### src/ccr_pkg.sv
// Shared constants and types for the cluster clock ratio control block.
package ccr_pkg;

  // ****************************************
  // Sizes
  // ****************************************
  localparam int NUM_DOM  = 7;
  localparam int NUM_CORE = 6;
  localparam int MGR_DOM  = 6;
  localparam int NUM_REQ  = 8;
  localparam int ADDR_W   = 15;
  localparam int DATA_W   = 64;
  localparam int ID_W     = 3;
  localparam int RATIO_W  = 3;
  localparam int PS_W     = 8;
  localparam int DLY_W    = 10;

  // ****************************************
  // Address map
  // ****************************************
  localparam logic [ADDR_W-1:0] BLOCK_MASK    = 15'h6000;
  localparam logic [ADDR_W-1:0] GLOBAL_BASE   = 15'h0000;
  localparam logic [ADDR_W-1:0] LOCAL_BASE    = 15'h2000;
  localparam logic [ADDR_W-1:0] OTHER_BASE    = 15'h4000;
  localparam logic [ADDR_W-1:0] ALIGN_MASK    = 15'h0007;
  localparam logic [ADDR_W-1:0] OFF_CC_CTL    = 15'h0028;
  localparam logic [ADDR_W-1:0] OFF_PRESCALE  = 15'h0048;
  localparam logic [ADDR_W-1:0] OFF_PRIV      = 15'h0120;
  localparam logic [ADDR_W-1:0] OFF_LOC_STAT  = 15'h0008;
  localparam logic [ADDR_W-1:0] OFF_LOC_RATIO = 15'h0018;

  // ****************************************
  // Field positions and reset values
  // ****************************************
  localparam int IOU_LSB       = 16;
  localparam int PS_EN_BIT     = 8;
  localparam int PS_CUR_LSB    = 16;
  localparam int CC_APPLY_BIT  = 8;
  localparam int CC_ACTIVE_BIT = 10;
  localparam int CHG_DELAY_LSB = 20;
  localparam int STAT_COH_BIT  = 11;
  localparam logic [NUM_CORE-1:0] PRIV_CORE_RESET = 6'h3F;
  localparam logic [1:0]          PRIV_IOU_RESET  = 2'h3;
  localparam logic [DLY_W-1:0]    CHG_DELAY_RESET = 10'h050;
  localparam logic [PS_W-1:0]     PS_CODE_RESET   = 8'h00;

  // ****************************************
  // Types
  // ****************************************
  typedef enum logic [0:0] {
    CCR_IDLE   = 1'b0,
    CCR_SETTLE = 1'b1
  } ccr_chg_e;

  typedef enum logic [1:0] {
    CCR_H_IDLE = 2'b00,
    CCR_H_REQ  = 2'b01,
    CCR_H_WAIT = 2'b10
  } ccr_host_e;

endpackage : ccr_pkg

### src/ccr_if.sv
// Register request link between requestors and the clock ratio controller.
`timescale 1ns/1ps
`default_nettype none
interface ccr_if
  import ccr_pkg::*;
(
  input wire logic clk
);
  logic              req_valid;
  logic              req_ready;
  logic              req_write;
  logic [ADDR_W-1:0] req_addr;
  logic [DATA_W-1:0] req_wdata;
  logic [ID_W-1:0]   req_id;
  logic [ID_W-1:0]   window_sel;
  logic              rsp_valid;
  logic [DATA_W-1:0] rsp_rdata;

  modport dev (
    input  clk, req_valid, req_write, req_addr, req_wdata, req_id, window_sel,
    output req_ready, rsp_valid, rsp_rdata
  );
  modport host (
    input  clk, req_ready, rsp_valid, rsp_rdata,
    output req_valid, req_write, req_addr, req_wdata, req_id, window_sel
  );
endinterface : ccr_if
`default_nettype wire

### src/ccr_clk_div.sv
// Glitch-free divide-by-(ratio+1) tick generator that switches ratio at period boundaries.
`timescale 1ns/1ps
`default_nettype none
module ccr_clk_div #(
  parameter int W = 8
) (
  // Clock and reset
  input  wire logic         clk,
  input  wire logic         rst,
  // Control
  input  wire logic         advance,
  input  wire logic [W-1:0] ratio,
  // Results
  output logic              tick,
  output logic [W-1:0]      cur_ratio
);
  typedef struct packed {
    logic [W-1:0] cnt;
    logic [W-1:0] ratio;
    logic         tick;
  } ccr_div_s;

  ccr_div_s s_q;
  ccr_div_s s_d;

  // A new ratio is only loaded when a whole period has ended, so no short phase occurs.
  always_comb
  begin
    s_d      = s_q;
    s_d.tick = 1'b0;
    if (advance)
    begin
      if (s_q.cnt == s_q.ratio)
      begin
        s_d.cnt   = '0;
        s_d.ratio = ratio;
        s_d.tick  = 1'b1;
      end
      else
      begin
        s_d.cnt = s_q.cnt + W'(1);
      end
    end
  end

  always_ff @(posedge clk)
  begin
    if (rst)
      s_q <= '0;
    else
      s_q <= s_d;
  end

  assign tick      = s_q.tick;
  assign cur_ratio = s_q.ratio;
endmodule : ccr_clk_div
`default_nettype wire

### src/ccr_dev.sv
// Clock ratio controller: register file, prescaler, domain dividers and change sequencer.
//
// How it works
// - Registers are 64-bit, aligned accesses only.
// - Unmapped reads give zero, writes dropped.
// - Per-domain local set, window reaches others.
// - Up to eight requestors: cores or io units.
// - Privilege register 0x120: cores 5:0, io units 17:16.
// - Privilege resets to all requestors enabled.
// - Writes from unprivileged requestor are ignored.
// - Domains coherent or not; off at reset.
// - Coherence input level shows in bit 11.
// - No cacheable accesses while coherence off.
// - Flush caches before disabling coherence.
// - Writing one at 0x2008 enables coherence.
// - One prescaler feeds every domain divider.
// - Prescale code changes only with bit 8.
// - Code N divides the clock by N+1.
// - Read-only field shows prescale ratio in effect.
// - Prescaler disabled and undivided after reset.
// - Value 0x103 enables prescaler, divide by four.
// - Domain ratio 1:1 to 1:8 at 0x18.
// - Coherence manager domain allows 1:1 or 1:2.
// - Bit 8 applies ratios; bit 10 shows busy.
// - Change delay in bits 29:20, default 80.
`timescale 1ns/1ps
`default_nettype none
module ccr_dev
  import ccr_pkg::*;
(
  // Clock and reset
  input  wire logic               clk,
  input  wire logic               rst,
  // Register link
  ccr_if.dev                      bus,
  // Coherence pins
  input  wire logic [NUM_DOM-1:0] coherence_on_flag,
  output logic      [NUM_DOM-1:0] coherence_request,
  // Clock outputs
  output logic                    prescale_tick,
  output logic      [NUM_DOM-1:0] domain_tick,
  output logic                    change_active
);

  // ****************************************
  // State
  // ****************************************
  typedef struct packed {
    logic [NUM_CORE-1:0]              priv_core;
    logic [1:0]                       priv_iou;
    logic [PS_W-1:0]                  ps_code;
    logic                             ps_en;
    logic                             cc_apply;
    logic [DLY_W-1:0]                 settle_delay;
    logic [DLY_W-1:0]                 settle_cnt;
    ccr_chg_e                         chg;
    logic [NUM_DOM-1:0][RATIO_W-1:0]  ratio_req;
    logic [NUM_DOM-1:0][RATIO_W-1:0]  ratio_live;
    logic [NUM_DOM-1:0]               coh_req;
    logic                             rsp_valid;
    logic [DATA_W-1:0]                rsp_rdata;
  } ccr_dev_s;

  ccr_dev_s s_q;
  ccr_dev_s s_d;

  logic [PS_W-1:0]    ps_eff;
  logic [PS_W-1:0]    ps_cur;
  logic [NUM_DOM-1:0] dom_tick_w;

  // ****************************************
  // Dividers
  // ****************************************
  // The prescaler passes the clock undivided while it is disabled.
  assign ps_eff = s_q.ps_en ? s_q.ps_code : PS_CODE_RESET;

  ccr_clk_div #(
    .W (PS_W)
  ) u_prescale (
    .clk       (clk),
    .rst       (rst),
    .advance   (1'b1),
    .ratio     (ps_eff),
    .tick      (prescale_tick),
    .cur_ratio (ps_cur)
  );

  // Every domain divider steps only on prescaled ticks.
  for (genvar g = 0; g < NUM_DOM; g++)
  begin : g_dom
    ccr_clk_div #(
      .W (RATIO_W)
    ) u_dom (
      .clk       (clk),
      .rst       (rst),
      .advance   (prescale_tick),
      .ratio     (s_q.ratio_live[g]),
      .tick      (dom_tick_w[g]),
      .cur_ratio ()
    );
  end

  // ****************************************
  // Register access and change sequencer
  // ****************************************
  always_comb
  begin
    logic [ADDR_W-1:0] blk;
    logic [ADDR_W-1:0] off;
    logic [ID_W-1:0]   dom;
    logic              dom_ok;
    logic              allowed;
    logic              aligned;
    logic              is_wr;
    logic [DATA_W-1:0] rd;
    allowed = 1'b0;
    blk     = bus.req_addr & BLOCK_MASK;
    off     = bus.req_addr & ~BLOCK_MASK;
    aligned = (bus.req_addr & ALIGN_MASK) == '0;
    dom     = (blk == OTHER_BASE) ? bus.window_sel : bus.req_id;
    dom_ok  = (blk == OTHER_BASE) ? (32'(dom) < NUM_DOM) : (32'(dom) < NUM_CORE);
    if (32'(bus.req_id) < NUM_CORE)
      allowed = s_q.priv_core[bus.req_id];
    else
      allowed = s_q.priv_iou[bus.req_id[0]];
    is_wr = bus.req_valid && bus.req_write && aligned && allowed;
    rd    = '0;
    s_d   = s_q;
    s_d.rsp_valid = 1'b0;
    s_d.rsp_rdata = '0;

    // Sequencer runs first so that a software apply in the same cycle wins.
    unique case (s_q.chg)
      CCR_IDLE:
      begin
        if (s_q.cc_apply)
        begin
          s_d.ratio_live = s_q.ratio_req;
          s_d.settle_cnt = s_q.settle_delay;
          s_d.chg        = CCR_SETTLE;
        end
      end
      CCR_SETTLE:
      begin
        if (s_q.settle_cnt == '0)
        begin
          s_d.cc_apply = 1'b0;
          s_d.chg      = CCR_IDLE;
        end
        else
        begin
          s_d.settle_cnt = s_q.settle_cnt - DLY_W'(1);
        end
      end
    endcase

    if (aligned && blk == GLOBAL_BASE)
    begin
      unique case (off)
        OFF_CC_CTL:
        begin
          rd[CC_APPLY_BIT]                    = s_q.cc_apply;
          rd[CC_ACTIVE_BIT]                   = (s_q.chg == CCR_SETTLE);
          rd[CHG_DELAY_LSB +: DLY_W]          = s_q.settle_delay;
          if (is_wr)
          begin
            if (bus.req_wdata[CC_APPLY_BIT])
              s_d.cc_apply = 1'b1;
            s_d.settle_delay = bus.req_wdata[CHG_DELAY_LSB +: DLY_W];
          end
        end
        OFF_PRESCALE:
        begin
          rd[PS_W-1:0]            = s_q.ps_code;
          rd[PS_EN_BIT]           = s_q.ps_en;
          rd[PS_CUR_LSB +: PS_W]  = ps_cur;
          if (is_wr)
          begin
            s_d.ps_en = bus.req_wdata[PS_EN_BIT];
            if (s_q.ps_en || bus.req_wdata[PS_EN_BIT])
              s_d.ps_code = bus.req_wdata[PS_W-1:0];
          end
        end
        OFF_PRIV:
        begin
          rd[NUM_CORE-1:0]       = s_q.priv_core;
          rd[IOU_LSB +: 2]       = s_q.priv_iou;
          if (is_wr)
          begin
            s_d.priv_core = bus.req_wdata[NUM_CORE-1:0];
            s_d.priv_iou  = bus.req_wdata[IOU_LSB +: 2];
          end
        end
        default:
        begin
          rd = '0;
        end
      endcase
    end
    else if (aligned && dom_ok && blk != BLOCK_MASK)
    begin
      unique case (off)
        OFF_LOC_STAT:
        begin
          rd[0]            = s_q.coh_req[dom];
          rd[STAT_COH_BIT] = coherence_on_flag[dom];
          if (is_wr)
            s_d.coh_req[dom] = bus.req_wdata[0];
        end
        OFF_LOC_RATIO:
        begin
          rd[RATIO_W-1:0] = s_q.ratio_req[dom];
          if (is_wr)
          begin
            if (32'(dom) == MGR_DOM)
              s_d.ratio_req[dom] = {2'b00, bus.req_wdata[0]};
            else
              s_d.ratio_req[dom] = bus.req_wdata[RATIO_W-1:0];
          end
        end
        default:
        begin
          rd = '0;
        end
      endcase
    end

    if (bus.req_valid && !bus.req_write)
    begin
      s_d.rsp_rdata = rd;
    end
    s_d.rsp_valid = bus.req_valid;
  end

  always_ff @(posedge clk)
  begin
    if (rst)
    begin
      s_q           <= '0;
      s_q.priv_core <= PRIV_CORE_RESET;
      s_q.priv_iou     <= PRIV_IOU_RESET;
      s_q.settle_delay <= CHG_DELAY_RESET;
      s_q.ps_code   <= PS_CODE_RESET;
      s_q.chg       <= CCR_IDLE;
      s_q.coh_req   <= '0;
    end
    else
    begin
      s_q <= s_d;
    end
  end

  // ****************************************
  // Outputs
  // ****************************************
  assign bus.req_ready      = 1'b1;
  assign bus.rsp_valid      = s_q.rsp_valid;
  assign bus.rsp_rdata      = s_q.rsp_rdata;
  assign coherence_request  = s_q.coh_req;
  assign domain_tick        = dom_tick_w;
  assign change_active      = (s_q.chg == CCR_SETTLE);

endmodule : ccr_dev
`default_nettype wire

### src/flat_wrapper.sv
// flat-port wrapper written by rule: the top's interface ports become plain ports
module ccr_dev_flat import ccr_pkg::*;
  (clk, rst, coherence_on_flag, coherence_request, prescale_tick, domain_tick, change_active, bus_req_valid, bus_req_write, bus_req_addr, bus_req_wdata, bus_req_id, bus_window_sel, bus_req_ready, bus_rsp_valid, bus_rsp_rdata);
  ccr_if bus_i (.clk(clk));
  input  wire logic clk;
  input  wire logic rst;
  input  wire logic [NUM_DOM-1:0] coherence_on_flag;
  output logic      [NUM_DOM-1:0] coherence_request;
  output logic prescale_tick;
  output logic      [NUM_DOM-1:0] domain_tick;
  output logic change_active;
  input wire logic [$bits(bus_i.req_valid)-1:0] bus_req_valid;
  input wire logic [$bits(bus_i.req_write)-1:0] bus_req_write;
  input wire logic [$bits(bus_i.req_addr)-1:0] bus_req_addr;
  input wire logic [$bits(bus_i.req_wdata)-1:0] bus_req_wdata;
  input wire logic [$bits(bus_i.req_id)-1:0] bus_req_id;
  input wire logic [$bits(bus_i.window_sel)-1:0] bus_window_sel;
  output wire logic [$bits(bus_i.req_ready)-1:0] bus_req_ready;
  output wire logic [$bits(bus_i.rsp_valid)-1:0] bus_rsp_valid;
  output wire logic [$bits(bus_i.rsp_rdata)-1:0] bus_rsp_rdata;
  assign bus_i.req_valid = bus_req_valid;
  assign bus_i.req_write = bus_req_write;
  assign bus_i.req_addr = bus_req_addr;
  assign bus_i.req_wdata = bus_req_wdata;
  assign bus_i.req_id = bus_req_id;
  assign bus_i.window_sel = bus_window_sel;
  assign bus_req_ready = bus_i.req_ready;
  assign bus_rsp_valid = bus_i.rsp_valid;
  assign bus_rsp_rdata = bus_i.rsp_rdata;
  ccr_dev u_core (.clk(clk), .rst(rst), .bus(bus_i), .coherence_on_flag(coherence_on_flag), .coherence_request(coherence_request), .prescale_tick(prescale_tick), .domain_tick(domain_tick), .change_active(change_active));
endmodule
### config.mk
export PLATFORM = sky130hd
export DESIGN_NAME = ccr_dev_flat
export DESIGN_NICKNAME = d
export VERILOG_FILES = /design/src/ccr_pkg.sv /design/src/ccr_if.sv /design/src/ccr_clk_div.sv /design/src/ccr_dev.sv /design/src/flat_wrapper.sv
export SDC_FILE = /design/constraint.sdc
export NUM_CORES = 1
export LEC_CHECK = 0
export ABC_AREA = 1
export BUFFER_PORTS_ARGS = -buffer_cell sky130_fd_sc_hd__buf_2
export CORE_AREA = 2 2 129 181
export DETAILED_ROUTE_END_ITERATION = 16
export DIE_AREA = 0 0 131 183
export GPL_TIMING_DRIVEN = 0
export MAX_ROUTING_LAYER = met4
export PLACE_DENSITY_LB_ADDON = 0.2
export RECOVER_POWER = 50
export SKIP_LAST_GASP = 1
export SLEW_MARGIN = 5
export SYNTH_ARGS = -nofsm -noshare
export SYNTH_HDL_FRONTEND = slang
export SYNTH_HIERARCHICAL = 1
export SYNTH_SLANG_ARGS = --single-unit
export TNS_END_PERCENT = 100
### constraint.sdc
create_clock -name clk -period 2.3 [get_ports clk]
set_clock_uncertainty 0.2 [all_clocks]
set_input_delay 0.115 -clock clk [delete_from_list [all_inputs] [get_ports clk]]
set_output_delay 0.115 -clock clk [all_outputs]
set_load 0.005 [all_outputs]
Word-level counts from Yosys, hierarchy flattened --
Cells that the tools add are included.
Word-level totals: memory bits (read-only) 0, word-level logic and storage cells 184, flip-flop bits (word level) 219, output and inout bits 82, bits in latches 0, memories kept 0, RAM bits 0
Cells by class: add/sub/neg operators 9, eq/ne operators 18, shifts and indexed selects 0, div/mod/pow operators 0, $mul 0, bitwise operators 6, mux-type cells 60, reduce and logical (&&, ||, !) cells 33, $lt $le $gt $ge 7
Operators with widths (count):
- $mux W11 | 4
- $bwmux W21 | 2
- $logic_not A15 Y1 | 2
- $mux W3 | 10
- $mux W30 | 1
- $mux W1 | 22
- $pmux W11 S2 | 1
- $add A3 B1 Y3 const B | 7
- $eq A3 B3 Y1 | 7
- $mux W21 | 1
- $reduce_and A2 Y1 | 9
- $eq A13 B4 Y1 const B | 1
- $eq A13 B5 Y1 const B | 1
- $eq A13 B6 Y1 const B | 1
- $eq A13 B7 Y1 const B | 1
- $eq A13 B9 Y1 const B | 1
- $mux W12 | 1
- $pmux W6 S2 | 1
- $reduce_and A4 Y1 | 3
- $logic_not A10 Y1 | 1
- $mux W10 | 1
- $sub A10 B1 Y10 const B | 1
- $bmux W1 S3 | 3
- $bmux W3 S3 | 1
- other kinds (27) | 50

Longest topological paths before layout --
depth after elaboration 8, gate-level depth with buffers 13

By module --
The synthesis kept the hierarchy.
By module, submodules not included:
- ccr_dev | area an instance 6137.1 um^2, cells each 917, instances 1
- ccr_clk_div at u_core.g_dom[0].u_dom ... | area an instance 385.4 um^2, cells each 57, instances 7
- ccr_clk_div at u_core.u_prescale | area an instance 1039.7 um^2, cells each 158, instances 1

Worst setup path before layout --
No wires, ideal clock.
path type flip-flop to flip-flop, start register u_core/s_q[115] (netlist bit), end register u_core/s_q[124] (netlist bit), arrival time 1.342 ns, cell stages (with the launch flop) 12, required time 1.972 ns, setup slack 0.630 ns, buffers on the path 0, setup time 0.128 ns, clock period less this slack 1.670 ns, path through dfxtp_1 -> inv_1 -> ha_1 -> nand2_1 -> nor2_1 -> nand3_1 -> nand2_1 -> nand2_1 -> inv_2 -> nor2_1 -> nor2_1 -> nor2_1
Between the ends: word-level cells in the longest chain between the ends 3, elaborated cells on any way between the ends 6
Ends and longest elaborated chain:
- start, declared | line ccr_dev.sv:64 | ccr_dev_s s_q;
- $sub A10 B1 Y10 / $logic_not A10 Y1 (equally long branches) | line ccr_dev.sv:152, ccr_dev.sv:145
- $mux W10 / $ne A2 B2 Y1 (equally long branches)
- $pmux W11 S2 / $reduce_and A2 Y1 (equally long branches)
Several ways; a longest one is shown, not always the timed one. The select of a mux whose other input is x is not followed. A chain may end at the register's enable or synchronous reset.

Worst setup path in the final report --
start input bus_req_addr[7], end register u_core/s_q[136] (netlist bit)
Between the ends: word-level cells in the longest chain between the ends 2
Ends and longest elaborated chain:
- start, declared | line flat_wrapper.sv:14 | input wire logic [$bits(bus_i.req_addr)-1:0] bus_req_addr;
- $eq A13 B7 Y1 | line ccr_dev.sv:159 | unique case (off)
- $reduce_and A3 Y1 (no line)
Every way passes these cells.

==> metrics.cfg <==
[power]
powerDensity_mw_per_mm2 = 578
clkPwrFrac_pct = 42.1
internal_power_mw = 4.83
p_sw_mw = 1.82
cellLeakagePower_nw = 5.69
comb_power_share_pct = 9.9
pwr-share-seq_pct = 48.0
sw_frac_of_total_pct = 27.4
ir_worst_vdd_uv = 544

[route]
via_per_inst = 4.72
routedWlPerCell_um = 12.9
ant_nets = 0
drc_errors = 0
drt_wl_total_mm = 25.2
drt_first_iter_violations = 444
firstDrtPassIters = 5
vias = 9211

[sta]
period_share_pct = 96.4
final.min_clock_period_ns = 2.22
worstMarginPinSlew_ns = 0.749
drv_slew = 0
finalSetupTns_ns = 0
timing.slew.headroom_pct = 50.1
hold_violations = 0
fmax_mhz = 451
fin_ws_ns = 0.0835
finalSetupViolCount = 0
rsz0062_at_grt = false

[worst_setup_path]
crit_path_max_incr_delay_ns = 0.59
reg2reg_from = u_core/s_q[146]
crit_arrival_ns = 2.35
cp-end-kind = flop
cpMostUsedCell = dlygate4sd3_1
path_cells = dlygate4sd3_1 -> buf_2 -> nor3_2 -> dlygate4sd3_1 -> nand4_1 -> dlygate4sd3_1 -> nand2_1 -> nor2_1
worstReg2RegEnd = u_core/s_q[136]
required_ns = 2.44
cp_max_fo = 3
reg2regPathDepth = 10
crit_type = in2reg
regToRegSetupSlack_ns = 0.24
startpoint_type = input port
cp_slowest_cell = dlygate4sd3_1

[clock_network]
clockRootBuffer = clkbuf_16
clockBufferDepth = 2
cts_tree = yes
clk_pin_slew_ns = 0.07
cts_inserted_buffers = 17
post_cts_buffers = 0
numClockSinks = 180
clk_latency_ns = 0.44
htree_num_levels = 4

[floorplanning]
rows = 65
core-area_mm2 = 0.0224
initial_utilization_pct = 43.4
ioPinCount = 178
die-area_mm2 = 0.0240
die_w_um = 131
fp.dieH_um = 183

[flow_run]
maxCapViolations = 0

[global_routing]
grt_max_degree = 30
grt_pass1_wl_mm = 40.1
first_global_vias = 8377
track_usage_pct = 22.0
antenna_found_initial = 2
grt-ovfl-total = 0

[worst_hold_path]
holdCritPathClass = in2reg
hold_end = u_core/s_q[138]
min_path_cells = 6
hold_path.startpoint = bus_req_addr[10]

[placed_design]
dp_slack_ns = -0.189
portBuffers = 93
hpwl_mm = 19.2
place_congestion = 0.939

[finish]
drive_gt1_share_pct = 17.8
fin_nets = 1743
syn_to_final_growth_pct = 18.4
utilization_pct = 51.5

[outcome]
status = finished, final reports clean

[synth]
avgSynthCellArea_um2 = 6.69
syn_inst = 1453
syn-cell-area_mm2 = 0.00972
yosys_warnings = 6

## placed cells by master (no fill, tap or decap), types with 25 or more instances in the layout
master	count
nand3_1	95
nand4_1	63
buf_2	88
clkbuf_4	25
conb_1	45
inv_1	190
nor2_1	164
a21oi_1	50
buf_4	60
nand2_1	395
inv_2	26
o21ai_0	55
dfxtp_1	179
dlygate4sd3_1	29
clkbuf_1	25
## what timing repair did
action / in CTS / in global routing
endpoints found under the hold margin: 32 / 0
gates resized for setup: 0 / 4
hold buffers: 29 / 0
setup endpoints to repair: 0 / 12
## power groups by stage
stage	logic, mW	clock network (mW)	registers [mW]
global route	0.735	3.02	3.20
floorplan	0.452	0	3.26
CTS	0.671	2.88	3.19
finish	0.660	2.80	3.19
global placement	0.628	0	3.26
detailed placement	0.635	0	3.27
## state kept, by name (all words and copies together), names as in the netlist
name,flops
u_core/bus.rsp_rdata,25
u_core/bus.rsp_valid,1
u_core/change_active,1
u_core/coherence_request,7
u_core/g_dom.u_dom/cur_ratio,21
u_core/g_dom.u_dom/s_q,21
u_core/g_dom.u_dom/tick,7
u_core/s_q,80
u_core/u_prescale/cur_ratio,8
u_core/u_prescale/s_q,8
u_core/u_prescale/tick,1
## worst max-delay path: cells and delay by family
| kind | cells | cell delay [ns] |
|---|---|---|
| and+or+nand+nor | 4 | 0.40 |
| buffers and inverters | 4 | 1.83 |
## worst max-delay path by stage
stage | startpoint | endpoint | slack [ns] | cells past startpoint
global placement | rst | u_core/s_q[73] | -0.19 | 6
finish | bus_req_addr[7] | u_core/s_q[136] | 0.08 | 8
detailed placement | rst | u_core/s_q[130] | -0.19 | 6
CTS | u_core/s_q[135] | u_core/s_q[72] | 0.03 | 5
floorplan | u_core/s_q[115] | u_core/s_q[124] | 0.63 | 11
global route | bus_req_addr[7] | u_core/s_q[136] | 0.005 | 8
## area by class of cell
class	count	area (um2)
Tap cell	301	377
Clock inverter	15	130
Antenna cell	2	5.00
Buffer	110	751
Clock buffer	17	425
Fill cell	2312	10900
Timing Repair Buffer	122	739
Inverter	228	856
Sequential cell	180	3600
Multi-Input combinational cell	978	4620
## stage by stage
stage	total power, mW	cells	instance area, um2	hold slack, ns
after floorplan	3.71	1496	9880	-0.0135
after global placement	3.89	1890	10700	0.140
after detailed placement	3.90	1890	10700	0.143
after CTS	6.74	1951	11600	0.00724
after global routing	6.95	1953	11500	0.0472
final	6.66	1953	11500	0.0272
## metal layers
layer / GRT usage (%) / vias up / share of wire (%)
met4: 8.94 / 0 / 3.3
met5: - / - / 0
met2: 39.7 / 224 / 53
met3: 3.38 / 58 / 3.6
met1: 23.6 / 4154 / 40
li1: - / 4775 / -
Power figures use the tool's default switching activity.
